**src/core/hps_pkg.sv**
```systemverilog
// Constants, encodings and carriers of the slot mode controller
package hps_pkg;
   // ==========================================================
   // Register map
   localparam logic [7:0] ADDR_CTRL = 8'h00;
   localparam logic [7:0] ADDR_STATUS = 8'h04;
   localparam logic [3:0] CTRL_RST = 4'h0;
   localparam int CTRL_ATTN_LSB = 0;
   localparam int CTRL_M66_LSB = 2;
   localparam int ST_SLOT_LSB = 0;
   localparam int ST_SLOT_W = 6;
   localparam int ST_MODE_LSB = 12;
   localparam int ST_FORCE_LSB = 15;
   localparam int ST_VALID_BIT = 17;
   // ==========================================================
   // Serial frame layout
   localparam int CMD_W = 4;
   localparam int FRAME_W = 8;
   localparam int CMD_PWR = 0;
   localparam int CMD_IOSEL = 1;
   localparam int CMD_ATTN = 2;
   // ==========================================================
   // Encodings
   typedef enum logic [2:0] {
      MODE_SINGLE = 3'b001,
      MODE_MULTI = 3'b010,
      MODE_DIRECT = 3'b100
   } hps_mode_e;
   typedef enum logic [2:0] {
      SLOT_OFF = 3'b001,
      SLOT_ON = 3'b010,
      SLOT_FAULT = 3'b100
   } hps_slot_e;
   // ==========================================================
   // Per-slot pin carriers
   typedef struct packed {
      logic mainFault;
      logic auxFault;
      logic slotSwitchInput;
      logic slotResetIn_n;
      logic slotPowerRequest;
      logic ioVoltageSelectIn;
      logic powerIndicatorPin_n;
      logic [2:0] capability;
      logic [3:0] voltageAbove;
   } hps_slot_in_s;
   typedef struct packed {
      logic mainPowerEnable;
      logic auxPowerEnable;
      logic slotFaultFlag;
      logic auxSupplyFaultFlag;
      logic slotPowerOffStatus;
      logic ioVoltageSelect;
      logic busConnectEnable;
      logic clockConnectEnable;
      logic slotResetOut_n;
      logic attentionIndicator;
      logic m66Out;
      logic m66Oe;
      logic [2:0] capabilityOut;
   } hps_slot_out_s;
   localparam int SLOT_IN_W = $bits(hps_slot_in_s);
endpackage

```
**src/core/hps_mode_ctrl.sv**
```systemverilog
// Mode selection and slot control of a two-slot hot-plug power controller
// Function
// Direct mode when high strap high, low strap low at supplies-valid rise.
// Both straps low selects single-slot serial, one interface per slot.
// Low strap high, high strap low selects one shared cascadable interface.
// Low-side strap is weakly pulled low inside the device.
// Device drives data on serial-in line, receives on serial-out line.
// Direct mode runs each slot from its dedicated input pins.
// Main-supply fault with main power on asserts slot fault flag.
// Aux overcurrent with power on asserts aux fault and general fault.
// Low power indicator at supplies-valid rise forces slot enable.
// Forced slot powers aux and main while switch low; capability picks VIO.
// Forced slot obeys only switch input; status still reported.
// Forced slot powers down at once on any fault, no clock needed.
// Forced main fault clears on power request low, aux on switch high.
// Forced serial slot: bus and clock enable on, reset follows input.
// Forced slot releases M66 pin and deasserts attention indicator.
// Forced slot fault cuts power, drops bus/clock enable, asserts reset.
// Power-off status only when all slot voltages are below threshold.
// Bus/clock enables steer slot connection; reset output drives slot reset.
// External source drives the needed strap high; single mode needs none.
// Low power indicator selects force mode whatever the straps.
// Forced slot ignores VIO select inputs, uses third capability bit.
// Direct mode presents decoded capability on three bits per slot.
// Mode latched once at supplies-valid rise, held until next power-up.
// External source keeps straps stable around supplies-valid rise.
`timescale 1ns/1ps
module hps_mode_ctrl (
   input wire logic clk,
   input wire logic nrst,
   input wire logic psel,
   input wire logic penable,
   input wire logic pwrite,
   input wire logic [7:0] paddr,
   input wire logic [31:0] pwdata,
   output logic [31:0] prdata,
   output logic pready,
   output logic pslverr,
   input wire logic suppliesValid,
   input wire logic modeStrapLowSide,
   input wire logic modeStrapHighSide,
   output logic strapLowPullDownEn,
   input wire logic [1:0] controllerSerialOutLine,
   input wire logic [1:0] serialFrameStrobe,
   output logic [1:0] controllerSerialInLine,
   input wire hps_pkg::hps_slot_in_s [1:0] slotIn,
   output hps_pkg::hps_slot_out_s [1:0] slotOut,
   output hps_pkg::hps_mode_e opMode,
   output logic modeValid
);
   // ==========================================================
   // Input synchronisers
   localparam int AW = 7 + 2 * hps_pkg::SLOT_IN_W;
   logic [AW-1:0] asyncIn;
   logic [AW-1:0] syncA_r;
   logic [AW-1:0] syncB_r;
   logic pgoodS;
   logic strapLoS;
   logic strapHiS;
   logic [1:0] serOutS;
   logic [1:0] strobeS;
   hps_pkg::hps_slot_in_s [1:0] slotS;
   assign asyncIn = {suppliesValid, modeStrapLowSide, modeStrapHighSide,
                     controllerSerialOutLine, serialFrameStrobe, slotIn};
   always_ff @(posedge clk) begin
      if (!nrst) begin
         syncA_r <= '0;
         syncB_r <= '0;
      end else begin
         syncA_r <= asyncIn;
         syncB_r <= syncA_r;
      end
   end
   assign {pgoodS, strapLoS, strapHiS, serOutS, strobeS, slotS} = syncB_r;
   assign strapLowPullDownEn = 1'b1;
   // ==========================================================
   // Mode latch
   logic pgoodD_r;
   logic pgoodRise;
   hps_pkg::hps_mode_e opMode_r;
   logic modeValid_r;
   logic [1:0] force_r;
   always_ff @(posedge clk) begin
      if (!nrst) begin
         pgoodD_r <= 1'b0;
      end else begin
         pgoodD_r <= pgoodS;
      end
   end
   assign pgoodRise = pgoodS & ~pgoodD_r;
   always_ff @(posedge clk) begin
      if (!nrst) begin
         opMode_r <= hps_pkg::MODE_SINGLE;
         modeValid_r <= 1'b0;
         force_r <= 2'b00;
      end else if (pgoodRise) begin
         modeValid_r <= 1'b1;
         force_r[0] <= ~slotS[0].powerIndicatorPin_n;
         force_r[1] <= ~slotS[1].powerIndicatorPin_n;
         case ({strapHiS, strapLoS})
            2'b10: opMode_r <= hps_pkg::MODE_DIRECT;
            2'b01: opMode_r <= hps_pkg::MODE_MULTI;
            default: opMode_r <= hps_pkg::MODE_SINGLE;
         endcase
      end else if (!pgoodS) begin
         modeValid_r <= 1'b0;
      end
   end
   assign opMode = opMode_r;
   assign modeValid = modeValid_r;
   // ==========================================================
   // Serial interfaces
   logic [1:0][hps_pkg::FRAME_W-1:0] shiftIn_r;
   logic [1:0][hps_pkg::FRAME_W-1:0] shiftOut_r;
   logic [1:0][hps_pkg::FRAME_W-1:0] cmd_r;
   logic [1:0][hps_pkg::FRAME_W-1:0] statFrame;
   logic [1:0] strobeD_r;
   logic [1:0][hps_pkg::CMD_W-1:0] slotCmd;
   logic [1:0][hps_pkg::CMD_W-1:0] slotStat;
   logic isMulti;
   logic isDirect;
   assign isMulti = opMode_r == hps_pkg::MODE_MULTI;
   assign isDirect = opMode_r == hps_pkg::MODE_DIRECT;
   always_comb begin
      if (isMulti) begin
         statFrame[0] = {slotStat[1], slotStat[0]};
         statFrame[1] = '0;
         slotCmd[0] = cmd_r[0][hps_pkg::CMD_W-1:0];
         slotCmd[1] = cmd_r[0][hps_pkg::FRAME_W-1:hps_pkg::CMD_W];
      end else begin
         statFrame[0] = {4'h0, slotStat[0]};
         statFrame[1] = {4'h0, slotStat[1]};
         slotCmd[0] = cmd_r[0][hps_pkg::CMD_W-1:0];
         slotCmd[1] = cmd_r[1][hps_pkg::CMD_W-1:0];
      end
   end
   always_ff @(posedge clk) begin
      if (!nrst) begin
         shiftIn_r <= '0;
         shiftOut_r <= '0;
         cmd_r <= '0;
         strobeD_r <= 2'b00;
      end else begin
         strobeD_r <= strobeS;
         for (int i = 0; i < 2; i++) begin
            shiftIn_r[i] <= {shiftIn_r[i][hps_pkg::FRAME_W-2:0], serOutS[i]};
            if (strobeS[i] && !strobeD_r[i]) begin
               cmd_r[i] <= shiftIn_r[i];
               shiftOut_r[i] <= statFrame[i];
            end else begin
               shiftOut_r[i] <= {shiftOut_r[i][hps_pkg::FRAME_W-2:0], 1'b0};
            end
         end
      end
   end
   assign controllerSerialInLine[0] = shiftOut_r[0][hps_pkg::FRAME_W-1];
   assign controllerSerialInLine[1] = shiftOut_r[1][hps_pkg::FRAME_W-1];
   // ==========================================================
   // APB registers
   logic [3:0] ctrl_r;
   logic [31:0] statusWord;
   logic setup;
   logic mapped;
   hps_pkg::hps_slot_e [1:0] state_r;
   logic [1:0] mainFlt_r;
   logic [1:0] auxFlt_r;
   assign setup = psel & ~penable;
   assign mapped = paddr == hps_pkg::ADDR_CTRL || paddr == hps_pkg::ADDR_STATUS;
   assign pready = 1'b1;
   assign pslverr = psel & penable & ~mapped;
   always_comb begin
      statusWord = '0;
      for (int i = 0; i < 2; i++) begin
         statusWord[hps_pkg::ST_SLOT_LSB + i*hps_pkg::ST_SLOT_W +: hps_pkg::ST_SLOT_W] =
            {auxFlt_r[i], mainFlt_r[i], 1'b0, state_r[i]};
      end
      statusWord[hps_pkg::ST_MODE_LSB +: 3] = opMode_r;
      statusWord[hps_pkg::ST_FORCE_LSB +: 2] = force_r;
      statusWord[hps_pkg::ST_VALID_BIT] = modeValid_r;
   end
   always_ff @(posedge clk) begin
      if (!nrst) begin
         ctrl_r <= hps_pkg::CTRL_RST;
      end else if (psel && penable && pwrite && paddr == hps_pkg::ADDR_CTRL) begin
         ctrl_r <= pwdata[3:0];
      end
   end
   always_ff @(posedge clk) begin
      if (!nrst) begin
         prdata <= '0;
      end else if (setup && !pwrite) begin
         case (paddr)
            hps_pkg::ADDR_CTRL: prdata <= {28'h0000000, ctrl_r};
            hps_pkg::ADDR_STATUS: prdata <= statusWord;
            default: prdata <= '0;
         endcase
      end
   end
   // ==========================================================
   // Slot control
   for (genvar s = 0; s < 2; s++) begin : gSlot
      logic req;
      logic clrMain;
      logic clrAux;
      logic isOn;
      logic busEn_r;
      logic rstOut_r;
      logic ioSel_r;
      logic attn_r;
      logic m66Oe_r;
      logic pwrOff_r;
      logic [2:0] cap_r;
      logic rawCut;
      hps_pkg::hps_slot_e nxt;
      always_comb begin
         if (force_r[s]) begin
            req = ~slotS[s].slotSwitchInput;
            clrMain = ~slotS[s].slotPowerRequest;
            clrAux = slotS[s].slotSwitchInput;
         end else if (isDirect) begin
            req = slotS[s].slotPowerRequest;
            clrMain = ~req;
            clrAux = ~req;
         end else begin
            req = slotCmd[s][hps_pkg::CMD_PWR];
            clrMain = ~req;
            clrAux = ~req;
         end
      end
      assign isOn = state_r[s] == hps_pkg::SLOT_ON;
      always_ff @(posedge clk) begin
         if (!nrst) begin
            mainFlt_r[s] <= 1'b0;
            auxFlt_r[s] <= 1'b0;
         end else begin
            mainFlt_r[s] <= (isOn & slotS[s].mainFault) | (mainFlt_r[s] & ~clrMain);
            auxFlt_r[s] <= (isOn & slotS[s].auxFault) | (auxFlt_r[s] & ~clrAux);
         end
      end
      always_comb begin
         case (state_r[s])
            hps_pkg::SLOT_OFF: nxt = (req && modeValid_r) ? hps_pkg::SLOT_ON : hps_pkg::SLOT_OFF;
            hps_pkg::SLOT_ON: begin
               if (slotS[s].mainFault || slotS[s].auxFault) begin
                  nxt = hps_pkg::SLOT_FAULT;
               end else if (!req || !modeValid_r) begin
                  nxt = hps_pkg::SLOT_OFF;
               end else begin
                  nxt = hps_pkg::SLOT_ON;
               end
            end
            hps_pkg::SLOT_FAULT: nxt = (mainFlt_r[s] || auxFlt_r[s]) ? hps_pkg::SLOT_FAULT : hps_pkg::SLOT_OFF;
            default: nxt = hps_pkg::SLOT_OFF;
         endcase
      end
      always_ff @(posedge clk) begin
         if (!nrst) begin
            state_r[s] <= hps_pkg::SLOT_OFF;
         end else begin
            state_r[s] <= nxt;
         end
      end
      always_ff @(posedge clk) begin
         if (!nrst) begin
            busEn_r <= 1'b0;
            rstOut_r <= 1'b0;
            ioSel_r <= 1'b0;
            attn_r <= 1'b0;
            m66Oe_r <= 1'b0;
            pwrOff_r <= 1'b1;
            cap_r <= 3'h0;
         end else begin
            busEn_r <= isOn;
            rstOut_r <= isOn & (~force_r[s] | slotS[s].slotResetIn_n);
            ioSel_r <= force_r[s] ? slotS[s].capability[2] :
                       isDirect ? slotS[s].ioVoltageSelectIn : slotCmd[s][hps_pkg::CMD_IOSEL];
            attn_r <= ~force_r[s] & (slotCmd[s][hps_pkg::CMD_ATTN] | ctrl_r[hps_pkg::CTRL_ATTN_LSB + s]);
            m66Oe_r <= ~force_r[s] & isOn & ctrl_r[hps_pkg::CTRL_M66_LSB + s];
            pwrOff_r <= ~|slotS[s].voltageAbove;
            cap_r <= isDirect ? slotS[s].capability : 3'h0;
         end
      end
      assign slotStat[s] = {pwrOff_r, auxFlt_r[s], mainFlt_r[s] | auxFlt_r[s], isOn};
      // Raw fault pins cut power of a forced slot without waiting for the synchroniser
      assign rawCut = force_r[s] & (slotIn[s].mainFault | slotIn[s].auxFault);
      assign slotOut[s].mainPowerEnable = isOn & ~rawCut;
      assign slotOut[s].auxPowerEnable = isOn & ~rawCut;
      assign slotOut[s].slotFaultFlag = mainFlt_r[s] | auxFlt_r[s];
      assign slotOut[s].auxSupplyFaultFlag = auxFlt_r[s];
      assign slotOut[s].slotPowerOffStatus = pwrOff_r;
      assign slotOut[s].ioVoltageSelect = ioSel_r;
      assign slotOut[s].busConnectEnable = busEn_r;
      assign slotOut[s].clockConnectEnable = busEn_r;
      assign slotOut[s].slotResetOut_n = rstOut_r;
      assign slotOut[s].attentionIndicator = attn_r;
      assign slotOut[s].m66Out = 1'b0;
      assign slotOut[s].m66Oe = m66Oe_r;
      assign slotOut[s].capabilityOut = cap_r;
      // ==========================================================
      // Slot checks
      force_entry_a: assert property (@(posedge clk) disable iff (!nrst)
         pgoodRise && !slotS[s].powerIndicatorPin_n |=> force_r[s])
         else $error("force mode not latched");
      main_fault_flag_a: assert property (@(posedge clk) disable iff (!nrst)
         isOn && slotS[s].mainFault |=> slotOut[s].slotFaultFlag)
         else $error("main fault flag missing");
      aux_fault_flag_a: assert property (@(posedge clk) disable iff (!nrst)
         isOn && slotS[s].auxFault |=> slotOut[s].auxSupplyFaultFlag && slotOut[s].slotFaultFlag)
         else $error("aux fault flags missing");
      force_power_cut_a: assert property (@(posedge clk) disable iff (!nrst)
         force_r[s] && slotIn[s].mainFault |-> !slotOut[s].mainPowerEnable)
         else $error("forced slot still powered on fault");
      aux_clear_a: assert property (@(posedge clk) disable iff (!nrst)
         force_r[s] && auxFlt_r[s] && !slotS[s].slotSwitchInput |=> auxFlt_r[s])
         else $error("aux fault cleared early");
      force_bus_off_a: assert property (@(posedge clk) disable iff (!nrst)
         force_r[s] && state_r[s] == hps_pkg::SLOT_FAULT ##1 state_r[s] == hps_pkg::SLOT_FAULT
         |-> !slotOut[s].busConnectEnable && !slotOut[s].slotResetOut_n)
         else $error("bus not disconnected after fault");
      power_off_a: assert property (@(posedge clk) disable iff (!nrst)
         |slotS[s].voltageAbove |=> !slotOut[s].slotPowerOffStatus)
         else $error("power off reported with voltage present");
      force_vio_a: assert property (@(posedge clk) disable iff (!nrst)
         force_r[s] && $past(force_r[s]) |-> slotOut[s].ioVoltageSelect == $past(slotS[s].capability[2]))
         else $error("forced VIO not from capability");
      force_attn_a: assert property (@(posedge clk) disable iff (!nrst)
         force_r[s] && $past(force_r[s]) |-> !slotOut[s].attentionIndicator && !slotOut[s].m66Oe)
         else $error("attention or M66 driven in force mode");
      force_aux_cut_a: assert property (@(posedge clk) disable iff (!nrst)
         force_r[s] && (slotIn[s].mainFault || slotIn[s].auxFault) |-> !slotOut[s].auxPowerEnable)
         else $error("forced slot aux still powered on fault");
      main_clear_a: assert property (@(posedge clk) disable iff (!nrst)
         force_r[s] && mainFlt_r[s] && slotS[s].slotPowerRequest |=> mainFlt_r[s])
         else $error("main fault cleared early");
      direct_cap_a: assert property (@(posedge clk) disable iff (!nrst)
         isDirect && $past(isDirect) |-> slotOut[s].capabilityOut == $past(slotS[s].capability))
         else $error("direct capability not presented");
   end
   // ==========================================================
   // Mode checks
   direct_entry_a: assert property (@(posedge clk) disable iff (!nrst)
      pgoodRise && strapHiS && !strapLoS |=> opMode_r == hps_pkg::MODE_DIRECT)
      else $error("direct mode not entered");
   single_entry_a: assert property (@(posedge clk) disable iff (!nrst)
      pgoodRise && !strapHiS && !strapLoS |=> opMode_r == hps_pkg::MODE_SINGLE)
      else $error("single mode not entered");
   multi_entry_a: assert property (@(posedge clk) disable iff (!nrst)
      pgoodRise && !strapHiS && strapLoS |=> opMode_r == hps_pkg::MODE_MULTI)
      else $error("multi mode not entered");
   mode_hold_a: assert property (@(posedge clk) disable iff (!nrst)
      !pgoodRise |=> $stable(opMode_r) && $stable(force_r))
      else $error("mode changed without power-up");
endmodule

```
**config.mk**
```make
export PLATFORM = sky130hd
export DESIGN_NAME = hps_mode_ctrl
export DESIGN_NICKNAME = d
export VERILOG_FILES = /design/src/core/hps_pkg.sv /design/src/core/hps_mode_ctrl.sv
export SDC_FILE = /design/constraint.sdc
export NUM_CORES = 1
export LEC_CHECK = 0
export ABC_AREA = 1
export ABC_CLOCK_PERIOD_IN_PS = 1100
export BUFFER_PORTS_ARGS = -buffer_cell sky130_fd_sc_hd__buf_4
export CAP_MARGIN = 20
export CORE_MARGIN = 4
export CORE_UTILIZATION = 30
export CTS_CLUSTER_SIZE = 25
export DETAILED_ROUTE_END_ITERATION = 6
export GPL_TIMING_DRIVEN = 0
export PLACE_DENSITY = 0.55
export SYNTH_ARGS = -nofsm -noshare
export SYNTH_HDL_FRONTEND = slang
export SYNTH_SLANG_ARGS = --single-unit
```
**constraint.sdc**
```tcl
create_clock -name clk -period 1.1 [get_ports clk]
set_input_delay 0.165 -clock clk [delete_from_list [all_inputs] [get_ports clk]]
set_output_delay 0.165 -clock clk [all_outputs]
set_load 0.005 [all_outputs]
```
; Word-level counts from Yosys, hierarchy flattened
; Index checks and enable logic that the tools add are counted.
[totals]
regBits = 179
in_bits = 80
output_inout_bits = 71
[classes]
n_eq_ne = 12
muxes = 32
bitwise = 57
n_reduce_logical = 29
[ops]
columns = operator, count
row1 = one-hot mux 18 bit (2 select lines), 1
row2 = bitwise AND 1 bit, 24
row3 = inverter 1 bit, 21
row4 = one-hot mux 3 bit (3 select lines), 2
row5 = 2-to-1 mux 1 bit, 16
row6 = 2-to-1 mux 8 bit, 2
row7 = 2-to-1 mux 12 bit, 1
row8 = 2-to-1 mux 3 bit, 4
row9 = bitwise OR 1 bit, 12
row10 = == test 3 x 2 -> 1 bit (second input constant), 3
row11 = == test 3 bit (second input constant), 3
row12 = == test 8 x 3 -> 1 bit (second input constant), 1
row13 = logical AND 1 bit, 8
row14 = logical NOT 1 bit, 8
row15 = logical NOT 8 bit, 1
row16 = 2-to-1 mux 2 bit, 4
row17 = OR reduction 4 bit, 2
row18 = logical OR 1 bit, 7
row19 = 2-to-1 mux 7 bit, 1
row20 = == test 3 x 1 -> 1 bit (second input constant), 2
row21 = one-hot mux 3 bit (2 select lines), 1
row22 = AND reduction 2 bit, 2
row23 = OR reduction 3 bit, 1
row24 = == test 2 x 1 -> 1 bit (second input constant), 1
row25 = other kinds (2), 2

; Depth between registers and ports, before layout
[depth]
depth_word = 9
mapped_depth = 8
mapped_depth_nobuf = 8

; Least setup slack after synthesis
; OpenSTA, ideal clock, no wires.
[synth_path]
kind = register to register
start = reg opMode_r[0] (netlist: opMode[0])
end = reg state_r[0] (netlist bit)
arrival_ns = 0.988
required_ns = 0.988
setup_slack_ns = 0.000
stages_incl_launch_ff = 9
path_buffers = 0
period_less_slack_ns = 1.100
cell_sequence = dfxtp_1 -> nor2_1 -> nand2_1 -> inv_1 -> nand2_1 -> nand3_1 -> nand3_1 -> nand2_1 -> nand2_1
[synth_via]
elab_chain_len = 8
[synth_lines]
columns = element, line
row1 = start: declaration, hps_mode_ctrl.sv:80  ; hps_pkg::hps_mode_e opMode_r;
row2 = start signal: assignment, hps_mode_ctrl.sv:93  ; opMode_r <= hps_pkg::MODE_SINGLE;
row3 = start signal: assignment, hps_mode_ctrl.sv:101  ; 2'b10: opMode_r <= hps_pkg::MODE_DIRECT;
row4 = start signal: assignment, hps_mode_ctrl.sv:102  ; 2'b01: opMode_r <= hps_pkg::MODE_MULTI;
row5 = == test 3 bit (*), hps_mode_ctrl.sv:123  ; assign isDirect = opMode_r == hps_pkg::MODE_DIRECT;
row6 = 2-to-1 mux 1 bit (*), hps_mode_ctrl.sv:220  ; end else if (isDirect) begin
row7 = 2-to-1 mux 1 bit (*), hps_mode_ctrl.sv:216  ; if (force_r[s]) begin
row8 = logical NOT 1 bit, hps_mode_ctrl.sv:246  ; end else if (!req || !modeValid_r) begin
row9 = logical OR 1 bit, hps_mode_ctrl.sv:246
row10 = 2-to-1 mux 2 bit, hps_mode_ctrl.sv:246
row11 = 2-to-1 mux 3 bit, hps_mode_ctrl.sv:244  ; if (slotS[s].mainFault || slotS[s].auxFault) begin
row12 = one-hot mux 3 bit (3 select lines) (*), hps_mode_ctrl.sv:241  ; case (state_r[s])
row13 = end signal: indexed assignment, hps_mode_ctrl.sv:258  ; state_r[s] <= hps_pkg::SLOT_OFF;
row14 = end signal: indexed assignment, hps_mode_ctrl.sv:260  ; state_r[s] <= nxt;
row15 = end: declaration, hps_mode_ctrl.sv:164  ; hps_pkg::hps_slot_e [1:0] state_r;
; Every way passes the cells marked *; elsewhere a longest branch is shown, timed or not.
; A chain may end at the register's enable or synchronous reset.

==> results.cfg <==
[clocking]
cts_root_buf = clkbuf_16
htreeDepth = 4
path_clk_slew_ns = 0.06
cts_buffer_depth = 2
cts_sinks = 163
clock_latency_ns = 0.42
tritoncts = yes
cts-buffers-inserted = 17

[logic_synthesis]
avgSynthCellArea_um2 = 8.18
syn_inst = 696
yosys_warnings = 0
synthDistinctLibCells = 30
syn-cell-area_mm2 = 0.00569
synth-seq-area-share_pct = 57.3
synth-seq-cells = 163

[timing]
hold_viol_final = 0
finClkSkew_ns = 0.0106
drv_slew = 0
period_minus_slack_ns = 1.35
fin_ws_ns = -0.246
setup_viol = 20
post-route-period-util_pct = 122
fmax_ghz = 0.743
rsz0062_at_grt = true

[worst_setup_path]
crit_fanout = 2
critical_path_class = reg2out
startpoint_type = flip-flop
crit_arrival_ns = 1.18
cp-end-kind = output pin
required_ns = 0.94

[floorplanning]
coreArea_mm2 = 0.0187
chipHeight_um = 146
fp-row-count = 50
start_util_pct = 30.4
pin_count = 151
die_w_um = 146
dieArea_mm2 = 0.0212

[routing]
drt_iter0_drc = 197
finalWirelength_mm = 14.1
num_vias = 4684
antenna_left = 0
drc = 0
dr.pass1.iters = 4
wl_per_cell_um = 12.3
vias_per_cell = 4.08

[layout]
instances_no_fill = 1148
layout-area-overhead-vs-synth_pct = 49.8
fillers = 1838
final_cell_area_mm2 = 0.00853
drive_gt1_share_pct = 33.5
regArea_mm2 = 0.00332
multi_input_area_mm2 = 0.00187
layout_common_cells = dfxtp_1 (141), nand2_1 (136), buf_4 (131)
final_common_cell = dfxtp_1
diodes = 0
nNetsFinal = 983

[pwr]
intPower_mw = 10.3
peakVddDrop_mv = 1.09
powerDensity_mw_per_mm2 = 1550
p_sw_share_pct = 22.0
comb_power_share_pct = 7.5
p_leak_nw = 4.36
seqPwrFrac_pct = 46.8
pwr-share-clk_pct = 45.7
p_switching_mw = 2.91

[place]
dp_cells = 1049
io_buffers = 102
place_area_mm2 = 0.00682
dpl.hpwl_mm = 9.45
gp_congestion = 0.767

[global_route]
grt_remaining_overflow = 0
grt_pass1_wl_mm = 22.9
grt_max_degree = 17
antenna_found_initial = 0
track_usage_pct = 13.5
grt_pass1_vias = 4593

[outcome]
status = finished, violations left
violations = setup timing

[run]
cap_violations = 0

[hold_path]
min_path_type = in2reg
## Yosys cell counts
master	n	share of area, %
nand2_1	150	9.9
o31ai_1	1	0.13
buf_2	16	1.4
a21oi_1	31	2.7
clkinv_1	1	0.066
nor2_4	2	0.40
buf_6	1	0.20
nand4_1	2	0.22
o22ai_1	2	0.22
o211ai_1	1	0.13
nand3_1	36	3.2
o21ai_0	36	3.2
dfxtp_1	163	57
nor2_2	1	0.11
clkbuf_1	3	0.20
o21a_1	4	0.53
nand3_2	1	0.18
a22oi_1	4	0.53
nor3_4	1	0.29
ha_1	2	0.44
conb_1	2	0.13
inv_2	1	0.066
inv_1	139	9.2
buf_4	37	4.9
o41ai_1	2	0.31
nor3_1	1	0.088
nor3b_1	1	0.13
nor2_1	52	3.4
o211a_1	2	0.35
a21oi_2	1	0.15
## path summary, 6_finish.rpt
path / cells past startpoint / from / end / slack [ns]
max: 5 / force_r[0] / slotOut[14] / -0.25
max reg2reg: 8 / opMode[2] / state_r[3] / -0.07
min reg2reg: 1 / syncB_r[7] / force_r[0] / 0.39
min: 3 / pwdata[1] / ctrl_r[1] / 0.04
## layer usage
layer	share of wire [%]	GRT usage, %	vias up
met5	0	0	-
met4	1.5	5.79	0
met3	4.7	3.71	17
met2	51	23.0	112
met1	43	15.9	2095
li1	-	-	2460
## area by class of cell
cell class | instances | area share (%)
flip-flops and latches | 163 | 38.9
multi-input cells | 352 | 21.9
repair buffers | 181 | 18.5
well taps | 234 | 3.43
inverters | 141 | 6.51
clock buffers | 21 | 5.40
clock inverters | 11 | 1.73
plain buffers | 45 | 3.70
## stage by stage
| stage | hold slack, ns | total power, mW | setup slack, ns | util, % | setup TNS [ns] |
|---|---|---|---|---|---|
| 2_1_floorplan | 0.258 | 6.72 | 0.00701 | - | 0 |
| 3_3_place_gp | 0.350 | 7.09 | -0.517 | 36.4 | -12.51 |
| 3_5_place_dp | 0.349 | 7.09 | -0.506 | 36.4 | -13.10 |
| 4_1_cts | 0.0248 | 13.3 | -0.265 | 44.4 | -1.72 |
| 5_1_grt | 0.0274 | 13.8 | -0.311 | 45.6 | -3.24 |
| 6_report | 0.0412 | 13.2 | -0.246 | 45.6 | -1.55 |
## registers in the layout, indices dropped and copies added, names as in the netlist, 3 cells and up
signal and count:
syncA_r 35, syncB_r 35, prdata 17, shiftOut_r 14, shiftIn_r 10, cmd_r 9
gSlot.cap_r 6, state_r 6, ctrl_r 4, opMode 3
## critical path, stage by stage, from the launching register on
cell     delay (ns)
dfxtp_4        0.36
inv_4          0.06
nor2_4         0.04
nor2_4         0.13
buf_6          0.10
buf_6          0.08
## timing repair
| item | CTS | global route |
|---|---|---|
| hold buffers | 35 | 0 |
| pin swaps | 17 | 20 |
| endpoints found under the setup margin | 70 | 59 |
| hold endpoints to repair | 35 | 0 |
| resized for setup | 126 | 47 |
| setup buffers | 36 | 9 |
## logic make-up after synthesis
kind of cell	after synthesis	synth area share, %
AOI/OAI and AO/OA	84	8.24
adders and majority gates	2	0.439
buffers and inverters	198	16.0
DFF	163	57.3
other	2	0.132
and+or+nand+nor	247	17.9
## power groups by stage
stage / clock network, mW / logic, mW / registers, mW
6_report: 6.05 / 0.986 / 6.19
2_1_floorplan: 0 / 0.419 / 6.30
4_1_cts: 6.18 / 0.946 / 6.19
3_5_place_dp: 0 / 0.752 / 6.34
5_1_grt: 6.46 / 1.11 / 6.21
3_3_place_gp: 0 / 0.750 / 6.33
(Power assumes the default switching activity.)
